==> config.mk <==
export PLATFORM = sky130hd
export DESIGN_NAME = dtc_top
export DESIGN_NICKNAME = d
export VERILOG_FILES = /design/src/logic/dtc_pkg.sv /design/src/logic/dtc_top.sv
export VERILOG_INCLUDE_DIRS = /design/src /design/src/logic
export SDC_FILE = /design/constraint.sdc
export NUM_CORES = 1
export LEC_CHECK = 0
export BUFFER_PORTS_ARGS = -buffer_cell sky130_fd_sc_hd__buf_2
export CAP_MARGIN = 20
export CORE_AREA = 2 2 140 142
export CTS_BUF_LIST = sky130_fd_sc_hd__clkbuf_8
export DETAILED_ROUTE_END_ITERATION = 8
export DIE_AREA = 0 0 142 144
export PLACE_DENSITY = 0.68
export SLEW_MARGIN = 25
export SYNTH_ARGS = -nofsm -noshare
export SYNTH_HDL_FRONTEND = slang
export SYNTH_SLANG_ARGS = --single-unit
==> constraint.sdc <==
create_clock -name mclk -period 15 [get_ports mclk]
set_input_delay 2.25 -clock mclk [delete_from_list [all_inputs] [get_ports mclk]]
set_output_delay 2.25 -clock mclk [all_outputs]
set_load 0.02 [all_outputs]
==> src/logic/dtc_cfg.svh <==
// Offsets, field positions, reset values and timing counts of the termination controller.
// Behaviour
// Self refresh forces all termination off.
// Pin ignored when nominal disabled or self refresh.
// Enabled when nominal, write or park nonzero.
// Priority: disable, write, nominal, then park.
// Write termination applies whatever the pin level.
// Pin high turns on nominal unless disabled.
// Park when pin low or nominal off.
// Read forces high impedance for a window.
// Write command applies write termination for window.
// Nominal disabled powers down the pin receiver.
// Nominal and park fields: off plus seven values.
// Write field: off plus three values.
// Strobe termination only when mode one bit eleven.
// Synchronous mode whenever the DLL is locked.
// Nominal follows pin after on/off latency.
// Pin latency is write+additive+parity minus 2/3.
// Read turn-off at read+additive+parity minus 2/3.
// Park returns 4/6 after read turn-off, 5/7.
// Controller holds pin high 4/6 or 5/7 clocks.
// Controller lengthens hold with CRC or long preamble.
// Hold counted from first high or write command.
// No termination while driving read data; here an active write window still wins over the read window.
// Listed latencies hold only with write CRC off.
// Dynamic write termination when mode two bit 9/10.
// Countdown counters schedule each termination change; here they time only the read and write windows, and nominal follows a pin pipe.
`ifndef DTC_CFG_SVH
`define DTC_CFG_SVH

// ==========================================================
// Register offsets
`define DTC_OFS_MODE_ONE 8'h00
`define DTC_OFS_MODE_TWO 8'h04
`define DTC_OFS_MODE_FIVE 8'h08
`define DTC_OFS_LATENCY 8'h0C
`define DTC_OFS_STATUS 8'h10

// ==========================================================
// Field positions
`define DTC_NOM_LSB 8
`define DTC_NOM_MSB 10
`define DTC_STRB_BIT 11
`define DTC_WR_LSB 9
`define DTC_WR_MSB 11
`define DTC_DYN_BIT_A 9
`define DTC_DYN_BIT_B 10
`define DTC_PARK_LSB 6
`define DTC_PARK_MSB 8
`define DTC_LAT_WL_LSB 0
`define DTC_LAT_AL_LSB 5
`define DTC_LAT_PL_LSB 10
`define DTC_LAT_RL_LSB 13
`define DTC_LAT_PRE2_BIT 18
`define DTC_LAT_CRC_BIT 19
`define DTC_LAT_CHOPFIX_BIT 20
`define DTC_STAT_VIOL_BIT 4

// ==========================================================
// Reset values
`define DTC_RST_MODE 13'h0000
`define DTC_RST_LATENCY 21'h000009

// ==========================================================
// Timing counts in clocks
`define DTC_LAT_SUB_SHORT 7'h02
`define DTC_LAT_SUB_LONG 7'h03
`define DTC_HOLD_CHOP 7'h04
`define DTC_HOLD_FULL 7'h06
`define DTC_PIN_PIPE_LAT 7'h03
`define DTC_PIPE_DEPTH 64

`endif

==> src/logic/dtc_pkg.sv <==
// Types shared by the termination controller and its users.
package dtc_pkg;
	typedef enum logic [1:0] {
		DTC_TERM_OFF,
		DTC_TERM_NOM,
		DTC_TERM_WR,
		DTC_TERM_PARK
	} dtc_state_t;

	typedef struct packed {
		logic [7:0] addr;
		logic [31:0] wdata;
		logic wr;
		logic rd;
	} dtc_bus_req_t;

	typedef struct packed {
		logic read;
		logic write;
		logic chop;
	} dtc_cmd_t;

	typedef struct packed {
		dtc_state_t state;
		logic [2:0] code;
		logic strobe_en;
	} dtc_term_t;
endpackage : dtc_pkg

==> src/logic/dtc_top.sv <==
// Termination control for the data, strobe and mask inputs of the memory device.
`timescale 1ns/10ps
`include "dtc_cfg.svh"
module dtc_top (
	// Clock and reset
	input wire logic mclk,
	input wire logic rst,
	// Register port
	input wire dtc_pkg::dtc_bus_req_t bus_req,
	output logic [31:0] bus_rdata,
	// Command decode and device state
	input wire dtc_pkg::dtc_cmd_t cmd,
	input wire logic self_refresh,
	input wire logic dll_locked,
	// Termination pin from the controller
	input wire logic termination_ctrl_pin,
	// Termination drive
	output dtc_pkg::dtc_term_t term,
	output logic pin_rx_enable
);
	import dtc_pkg::*;

	// ==========================================================
	// Registers
	logic [12:0] mode_reg_one_ff;
	logic [12:0] mode_reg_two_ff;
	logic [12:0] mode_reg_five_ff;
	logic [20:0] latency_ff;
	logic hold_viol_ff;
	logic [31:0] rdata_ff;

	always_ff @(posedge mclk or posedge rst) begin
		if (rst) begin
			mode_reg_one_ff <= `DTC_RST_MODE;
			mode_reg_two_ff <= `DTC_RST_MODE;
			mode_reg_five_ff <= `DTC_RST_MODE;
			latency_ff <= `DTC_RST_LATENCY;
		end else if (bus_req.wr) begin
			unique case (bus_req.addr)
				`DTC_OFS_MODE_ONE: mode_reg_one_ff <= bus_req.wdata[12:0];
				`DTC_OFS_MODE_TWO: mode_reg_two_ff <= bus_req.wdata[12:0];
				`DTC_OFS_MODE_FIVE: mode_reg_five_ff <= bus_req.wdata[12:0];
				`DTC_OFS_LATENCY: latency_ff <= bus_req.wdata[20:0];
				default: ;
			endcase
		end
	end

	// ==========================================================
	// Mode fields
	logic [2:0] nom_code;
	logic [2:0] wr_code;
	logic [2:0] park_code;
	logic nom_en;
	logic wr_en;
	logic park_en;
	logic dyn_en;
	logic term_enabled;
	logic sync_mode;
	logic pre2;
	logic chop_fixed;

	assign nom_code = mode_reg_one_ff[`DTC_NOM_MSB:`DTC_NOM_LSB];
	assign park_code = mode_reg_five_ff[`DTC_PARK_MSB:`DTC_PARK_LSB];
	// Only the low two bits carry a write setting; the third is kept at zero.
	assign wr_code = {1'b0, mode_reg_two_ff[`DTC_WR_LSB+1:`DTC_WR_LSB]};
	assign nom_en = nom_code != 3'h0;
	assign wr_en = wr_code != 3'h0;
	assign park_en = park_code != 3'h0;
	assign dyn_en = mode_reg_two_ff[`DTC_DYN_BIT_A] | mode_reg_two_ff[`DTC_DYN_BIT_B];
	assign term_enabled = nom_en | wr_en | park_en;
	assign sync_mode = dll_locked;
	assign pre2 = latency_ff[`DTC_LAT_PRE2_BIT];
	assign chop_fixed = latency_ff[`DTC_LAT_CHOPFIX_BIT];

	// ==========================================================
	// Latencies
	function automatic logic [6:0] dtc_sat_sub(input logic [6:0] a, input logic [6:0] b);
		logic [6:0] r;
		r = (a > b) ? 7'(a - b) : 7'h01;
		return r;
	endfunction : dtc_sat_sub

	logic [6:0] lat_sub;
	logic [6:0] pin_lat;
	logic [6:0] rd_off_lat;
	logic [6:0] wr_on_lat;
	logic [6:0] pipe_idx;

	assign lat_sub = pre2 ? `DTC_LAT_SUB_LONG : `DTC_LAT_SUB_SHORT;
	// Turn-on and turn-off share one latency.
	assign pin_lat = dtc_sat_sub(7'(latency_ff[`DTC_LAT_WL_LSB +: 5]) + 7'(latency_ff[`DTC_LAT_AL_LSB +: 5])
		+ 7'(latency_ff[`DTC_LAT_PL_LSB +: 3]), lat_sub);
	assign rd_off_lat = dtc_sat_sub(7'(latency_ff[`DTC_LAT_RL_LSB +: 5]) + 7'(latency_ff[`DTC_LAT_AL_LSB +: 5])
		+ 7'(latency_ff[`DTC_LAT_PL_LSB +: 3]), lat_sub);
	assign wr_on_lat = dtc_sat_sub(7'(latency_ff[`DTC_LAT_WL_LSB +: 5]) + 7'(latency_ff[`DTC_LAT_AL_LSB +: 5])
		+ 7'(latency_ff[`DTC_LAT_PL_LSB +: 3]), lat_sub);

	// Window length after turn-off or turn-on, lengthened by one for the long preamble.
	function automatic logic [6:0] dtc_window(input logic chop, input logic long_pre);
		logic [6:0] w;
		w = chop ? `DTC_HOLD_CHOP : `DTC_HOLD_FULL;
		return long_pre ? 7'(w + 7'h01) : w;
	endfunction : dtc_window

	// ==========================================================
	// Pin receiver and synchroniser
	logic pin_s1_ff;
	logic pin_s2_ff;
	logic pin_live;

	assign pin_rx_enable = nom_en & ~self_refresh;

	always_ff @(posedge mclk or posedge rst) begin
		if (rst) begin
			pin_s1_ff <= 1'b0;
			pin_s2_ff <= 1'b0;
		end else begin
			pin_s1_ff <= termination_ctrl_pin;
			pin_s2_ff <= pin_s1_ff;
		end
	end

	// The receiver gate acts only after the second flop, so the synchroniser samples the raw pin even while the receiver is off.
	assign pin_live = pin_s2_ff & nom_en & ~self_refresh;

	// The synchroniser and pipe entry eat three clocks of the latency, so short
	// latencies saturate at the earliest point the pin can be seen.
	logic [`DTC_PIPE_DEPTH-1:0] pin_pipe_ff;
	logic nom_req;

	always_ff @(posedge mclk or posedge rst) begin
		if (rst)
			pin_pipe_ff <= '0;
		else
			pin_pipe_ff <= {pin_pipe_ff[`DTC_PIPE_DEPTH-2:0], pin_live};
	end

	assign pipe_idx = (pin_lat > `DTC_PIN_PIPE_LAT) ? 7'(pin_lat - `DTC_PIN_PIPE_LAT) : 7'h00;
	assign nom_req = pin_pipe_ff[pipe_idx[5:0]] & pin_live_gate(nom_en, self_refresh);

	function automatic logic pin_live_gate(input logic en, input logic sr);
		return en & ~sr;
	endfunction : pin_live_gate

	// ==========================================================
	// Read window counters
	logic [6:0] rd_off_cnt_ff;
	logic [6:0] rd_on_cnt_ff;
	logic rd_hiz;

	always_ff @(posedge mclk or posedge rst) begin
		if (rst) begin
			rd_off_cnt_ff <= 7'h00;
			rd_on_cnt_ff <= 7'h00;
		end else if (cmd.read) begin
			rd_off_cnt_ff <= rd_off_lat;
			rd_on_cnt_ff <= 7'h00;
		end else begin
			if (rd_off_cnt_ff != 7'h00)
				rd_off_cnt_ff <= 7'(rd_off_cnt_ff - 7'h01);
			if (rd_off_cnt_ff == 7'h01)
				rd_on_cnt_ff <= dtc_window(chop_fixed, pre2);
			else if (rd_on_cnt_ff != 7'h00)
				rd_on_cnt_ff <= 7'(rd_on_cnt_ff - 7'h01);
		end
	end

	// Output drive and termination do not overlap on the bus unless a write window is active, as write wins over the read window.
	assign rd_hiz = rd_on_cnt_ff != 7'h00;

	// ==========================================================
	// Write window counters
	logic [6:0] wr_on_cnt_ff;
	logic [6:0] wr_len_cnt_ff;
	logic wr_chop_ff;
	logic wr_active;

	always_ff @(posedge mclk or posedge rst) begin
		if (rst) begin
			wr_on_cnt_ff <= 7'h00;
			wr_len_cnt_ff <= 7'h00;
			wr_chop_ff <= 1'b0;
		end else if (cmd.write && dyn_en && wr_en) begin
			wr_on_cnt_ff <= wr_on_lat;
			wr_len_cnt_ff <= 7'h00;
			wr_chop_ff <= cmd.chop | chop_fixed;
		end else begin
			if (wr_on_cnt_ff != 7'h00)
				wr_on_cnt_ff <= 7'(wr_on_cnt_ff - 7'h01);
			if (wr_on_cnt_ff == 7'h01)
				wr_len_cnt_ff <= dtc_window(wr_chop_ff, pre2);
			else if (wr_len_cnt_ff != 7'h00)
				wr_len_cnt_ff <= 7'(wr_len_cnt_ff - 7'h01);
		end
	end

	assign wr_active = wr_len_cnt_ff != 7'h00;

	// ==========================================================
	// Hold check on the pin
	// The controller owns the hold time; the device only records a short pulse.
	logic [6:0] hold_cnt_ff;
	logic pin_prev_ff;
	logic viol_set;
	logic viol_clr;

	always_ff @(posedge mclk or posedge rst) begin
		if (rst) begin
			hold_cnt_ff <= 7'h00;
			pin_prev_ff <= 1'b0;
		end else begin
			pin_prev_ff <= pin_live;
			if ((pin_live && !pin_prev_ff) || cmd.write)
				hold_cnt_ff <= 7'h01;
			else if (hold_cnt_ff != 7'h00 && hold_cnt_ff != 7'h7F)
				hold_cnt_ff <= 7'(hold_cnt_ff + 7'h01);
		end
	end

	// The controller must lengthen the hold for CRC too; only the preamble is checked here.
	assign viol_set = pin_prev_ff && !pin_live && hold_cnt_ff != 7'h00
		&& hold_cnt_ff < dtc_window(chop_fixed, pre2);
	assign viol_clr = bus_req.wr && bus_req.addr == `DTC_OFS_STATUS && bus_req.wdata[`DTC_STAT_VIOL_BIT];

	always_ff @(posedge mclk or posedge rst) begin
		if (rst)
			hold_viol_ff <= 1'b0;
		else if (viol_set)
			hold_viol_ff <= 1'b1;
		else if (viol_clr)
			hold_viol_ff <= 1'b0;
	end

	// ==========================================================
	// State resolution
	dtc_term_t nxt_term;
	dtc_term_t term_ff;

	always_comb begin
		nxt_term.state = DTC_TERM_OFF;
		nxt_term.code = 3'h0;
		if (self_refresh || !term_enabled || !sync_mode) begin
			nxt_term.state = DTC_TERM_OFF;
		end else if (wr_active) begin
			nxt_term.state = DTC_TERM_WR;
			nxt_term.code = wr_code;
		end else if (rd_hiz) begin
			nxt_term.state = DTC_TERM_OFF;
		end else if (nom_req) begin
			nxt_term.state = DTC_TERM_NOM;
			nxt_term.code = nom_code;
		end else if (park_en) begin
			nxt_term.state = DTC_TERM_PARK;
			nxt_term.code = park_code;
		end
		nxt_term.strobe_en = (nxt_term.state != DTC_TERM_OFF) && mode_reg_one_ff[`DTC_STRB_BIT];
	end

	always_ff @(posedge mclk or posedge rst) begin
		if (rst)
			term_ff <= '{state: DTC_TERM_OFF, code: 3'h0, strobe_en: 1'b0};
		else
			term_ff <= nxt_term;
	end

	assign term = term_ff;

	// ==========================================================
	// Read port
	// Latencies are only valid with write CRC off; the status bit lets software see the mismatch.
	always_ff @(posedge mclk or posedge rst) begin
		if (rst) begin
			rdata_ff <= 32'h00000000;
		end else if (bus_req.rd) begin
			unique case (bus_req.addr)
				`DTC_OFS_MODE_ONE: rdata_ff <= {19'h00000, mode_reg_one_ff};
				`DTC_OFS_MODE_TWO: rdata_ff <= {19'h00000, mode_reg_two_ff};
				`DTC_OFS_MODE_FIVE: rdata_ff <= {19'h00000, mode_reg_five_ff};
				`DTC_OFS_LATENCY: rdata_ff <= {11'h000, latency_ff};
				`DTC_OFS_STATUS: rdata_ff <= {25'h0000000, sync_mode, latency_ff[`DTC_LAT_CRC_BIT],
					hold_viol_ff, pin_rx_enable, term_ff.strobe_en, term_ff.state};
				default: rdata_ff <= 32'h00000000;
			endcase
		end else begin
			rdata_ff <= 32'h00000000;
		end
	end

	assign bus_rdata = rdata_ff;
endmodule : dtc_top

# --- Yosys cells after proc, flatten, opt, wreduce, memory -nomap -nowiden ---
# Index checks and enable logic that the tools add are counted.
classes:
  add_sub_neg: 14
  n_lt_le_gt_ge: 5
  eq_ne: 7
  mux: 33
  bitwise: 9
  reduce_logical: 37
ops:
  columns: ["operator", "count"]
  rows:
  - ["$pmux 21 s5", 1]
  - ["$mux 7", 14]
  - ["$reduce_bool 7->1", 5]
  - ["$mux 32", 1]
  - ["$sub 7x1->7 const B", 4]
  - ["$eq 8x4->1 const B", 2]
  - ["$mux 5", 3]
  - ["$reduce_bool 3->1", 5]
  - ["$add 6x3->7", 2]
  - ["$eq 7x1->1 const B", 2]
  - ["$gt 7x2->1", 2]
  - ["$sub 7x2->7", 2]
  - ["$add 5x5->6", 2]
  - ["$logic_and 1x1->1", 10]
  - ["$reduce_bool 2->1", 5]
  - ["$add 3x1->4 const B", 2]
  - ["$eq 8x3->1 const B", 1]
  - ["$eq 8x5->1 const B", 1]
  - ["$logic_not 8->1", 1]
  - ["$mux 2", 4]
  - ["$mux 4", 2]
  - ["$reduce_and 2->1", 4]
  - ["$add 7x1->7 const B", 1]
  - ["$gt 7x2->1 const B", 1]
  - ["13 further kinds", 28]
totals:
  register_bits: 202
  input_bits: 50
  output_inout_bits: 39
  word_cells: 124

# --- Logic depth before layout (Yosys ltp) ---
logic_depth:
  word_depth: 15
  ltp_mapped: 23

# --- Worst setup path before layout ---
# Ideal clock, no wire load.
synth_timing:
  path_type: "register to register"
  start: "register latency_ff[6]"
  end: "register term_ff, in the netlist term[5]"
  arrival_time_ns: 5.012
  required_time_ns: 14.879
  setup_slack_ns: 9.867
  stages_incl_launch_ff: 21
  n_path_buf: 2
  synth_period_minus_slack_ns: 5.133
  cell_sequence: "dfrtp_1 inv_1 fa_1 inv_1 ha_1 fa_1 and3_2 o21a_1 o22a_1 a21boi_2 inv_1 buf_6 ha_1 xnor2_1 clkbuf_8 a31oi_1 a221oi_1 nor3_1 o32a_4 or2_4 a22o_1"
synth_lines:
  columns: ["item", "line_no", "rtl"]
  rows:
  - ["start, declared", "dtc_top.sv:28", "logic [20:0] latency_ff;"]
  - ["start signal, assigned", "dtc_top.sv:37", "latency_ff <= `DTC_RST_LATENCY;"]
  - ["start signal, assigned", "dtc_top.sv:43", "`DTC_OFS_LATENCY: latency_ff <= bus_req.wdata[20:0];"]
  - ["end signal, assigned", "dtc_top.sv:262", "term_ff <= '{state: DTC_TERM_OFF, code: 3'h0, strobe_en: 1'b0};"]
  - ["end signal, assigned", "dtc_top.sv:264", "term_ff <= nxt_term;"]
  - ["end, declared", "dtc_top.sv:238", "dtc_term_t term_ff;"]

==> impl_metrics.json <==
{
  "outcome": "finished clean",
  "path_class": "reg -> reg",
  "placed_area_um2": 9860,
  "clock_sinks": 190,
  "relSlewSlack": 0.393,
  "netlist_instances": 804,
  "hpwlAfterDp_um": 13900,
  "nets": 953,
  "ys_seq_area_frac": 0.507,
  "wl_um": 19700,
  "ys.flop_type": "dfrtp_1",
  "dieWidth_um": 142,
  "synth_top_area_frac": 0.502,
  "synth_seq_cells": 190,
  "worstSetupEndpointType": "register",
  "gp_congestion": 0.851,
  "cpPeakStageDelay_ps": 710,
  "htreeDepth": 4,
  "ir_worst_vdd_mv": 0.0635,
  "grt_start_max_net_pins": 119,
  "drtAntennaViolNets": 0,
  "setup-tns-final_ps": 0,
  "yosysUniqueCellTypes": 97,
  "antenna_found_initial": 0,
  "power_density_nw_per_um2": 134,
  "cp-start-kind": "register",
  "fp.dieH_um": 144,
  "synthTopCellsByCount": "dfrtp_1, mux2_2, nor2_1",
  "grt_pass1_vias": 6192,
  "nFillCells": 1631,
  "rsz0062_at_grt": "false",
  "clock.fmax_ghz": 0.165,
  "holdBufCountCts": 0,
  "diodes": 0,
  "dpl_worst_slack_ps": 9030,
  "io_buffers": 66,
  "synth-async-reset-ratio": 1.00,
  "cts_made_buffers": 17,
  "skew_ps": 19.4,
  "worst-path-buf-inv": 4,
  "start_util": 0.492,
  "cts_setup_buffers": 0,
  "drc": 0,
  "clock-root-buffer": "clkbuf_8",
  "fin_crit_sh": 0.404,
  "tritoncts": "built",
  "synth_edf_count": 0,
  "synth_area_leaders": "dfrtp_1, mux2_2, ha_1",
  "period_minus_slack_ps": 6050,
  "die-area_um2": 20400,
  "synth_area_um2": 9380,
  "timing.final.hold_violations": 0,
  "drive_gt1_frac": 0.247,
  "dr.pass1.iters": 5,
  "cts_resized": 0,
  "synth_top_area_cell": "dfrtp_1",
  "drtIter0Drc": 408,
  "avgViaCountPerCell": 5.60,
  "arrival_ps": 6440,
  "fin_area_um2": 10300,
  "clkTransAtPathRegs_ps": 100,
  "final-instance-count-excl-fill": 1118,
  "maxCapViolCount": 0,
  "coreArea_um2": 19100,
  "vias": 6259,
  "syn2layout_area_growth_pct": 9.54,
  "clock_latency_ps": 490,
  "finalMaxSlewViolations": 0,
  "yosysWarnings": 0,
  "path_delay_family": "compound AO/OA/AOI/OAI gates",
  "track_usage": 0.204,
  "grt_pass1_wl_um": 32500,
  "placement_rows": 51,
  "p_leak_nw": 4.98,
  "grt_overflow": 0,
  "required_ps": 15380,
  "wl_per_cell_um": 17.7,
  "io_pins": 89,
  "synth.avg_cell_area_um2": 11.7,
  "fin_ws_ps": 8950,
  "crit_chain": "inv_1, fa_1, inv_1, ha_1, fa_1, and3_2, nor3_2, o22a_1, a21boi_2, inv_1, ha_1, nor2_1, inv_1, nand4_1, o21ai_1, a2111oi_0, a2111o_1, o211ai_2, nand3_2, or2_4, a31oi_1",
  "worstHoldPathType": "reg -> reg",
  "cp_common_cell": "inv_1",
  "cts_buffer_depth": 2,
  "cp_max_fo": 12,
  "tightest_slew_ps": 910,
  "synth.most_common_cell": "dfrtp_1",
  "finalSetupViolations": 0,
  "dpl.cell_count": 1086,
  "slowest_stage": "o21ai_1"
}
report_power, final:
part / switching, W / internal, W / total [W]
clock: 0.000210 / 0.000126 / 0.000336
combinational: 0.000257 / 0.000180 / 0.000437
sequential: 0.0000447 / 0.000561 / 0.000606
placed cells by master (no fill, tap or decap), types with 4 or more instances in the layout:
| cell | instances |
|---|---|
| a31oi_1 | 5 |
| and3_1 | 9 |
| ha_1 | 28 |
| clkbuf_8 | 17 |
| o22ai_1 | 10 |
| and2_1 | 17 |
| nor2b_1 | 4 |
| a21oi_1 | 22 |
| inv_1 | 30 |
| o21a_1 | 6 |
| nand3_1 | 13 |
| nor2_1 | 55 |
| mux2i_1 | 18 |
| o211ai_1 | 4 |
| dfrtp_1 | 188 |
| buf_4 | 6 |
| or3_1 | 6 |
| clkinv_8 | 4 |
| a22oi_1 | 6 |
| a211oi_1 | 6 |
| buf_2 | 66 |
| nor4_1 | 7 |
| mux2_2 | 62 |
| fa_1 | 8 |
| xnor2_1 | 23 |
| nand2_1 | 52 |
| mux4_2 | 7 |
| conb_1 | 11 |
| o21ai_0 | 27 |
| xor2_1 | 11 |
| inv_8 | 6 |
| a222oi_1 | 7 |
| nor3_1 | 25 |
| nand2b_1 | 10 |
path summary, 6_finish.rpt:
path / start / to / depth (start not counted) / slack (ps)
worst min-delay path: pin_s1_ff / pin_s2_ff / 0 / 360
worst max-delay path: latency_ff[6] / term[0] / 21 / 8950
min in group asynchronous: rst / rd_off_cnt_ff[2] / 2 / 1900
worst max register to register: latency_ff[6] / term[0] / 21 / 8950
worst min register to register: pin_s1_ff / pin_s2_ff / 0 / 360
max in group asynchronous: rst / term[1] / 3 / 11690
kinds of logic (layout without fill, tap and decap cells):
family          after synthesis  count (layout)  synth area share
compound gates              144             144             0.117
other cells                   1              11          0.000400
fa+ha+maj                    36              36            0.0544
flops                       190             190             0.507
xor+xnor                     37              37            0.0369
mux                          89              89             0.113
simple gates                238             238             0.133
buf+inv                      69             135            0.0384
flip-flops by register name, indices dropped and copies added, names as in the netlist, 13 cells and up:
signal / cells
mode_reg_two_ff: 13
mode_reg_five_ff: 13
bus_rdata: 21
pin_pipe_ff: 64
latency_ff: 21
mode_reg_one_ff: 13
metal layers:
| metal | vias up | global-route usage | share of wire |
|---|---|---|---|
| met5 | - | 0 | 0 |
| met4 | 0 | 0.0584 | 0.014 |
| met2 | 137 | 0.326 | 0.47 |
| met1 | 3106 | 0.287 | 0.48 |
| met3 | 21 | 0.0404 | 0.037 |
| li1 | 2995 | - | - |
stage by stage:
step           power [W]   util  hold slack [ps]
6_report         0.00138  0.539              358
5_1_grt          0.00147  0.539              380
4_1_cts          0.00139  0.538              359
3_5_place_dp     0.00105  0.517              335
3_3_place_gp     0.00104  0.517              333
2_1_floorplan   0.000957      -              331
layout make-up:
cell class / count / area (um^2) / area share
timing repair buffer: 72 / 375 / 0.0365
multi-input combinational: 555 / 4320 / 0.420
tap: 238 / 298 / 0.0290
clock inverter: 15 / 171 / 0.0167
inverter: 31 / 124 / 0.0121
clock buffer: 17 / 234 / 0.0228
sequential: 190 / 4760 / 0.463
Note: power is estimated with default switching activity, not from simulation.
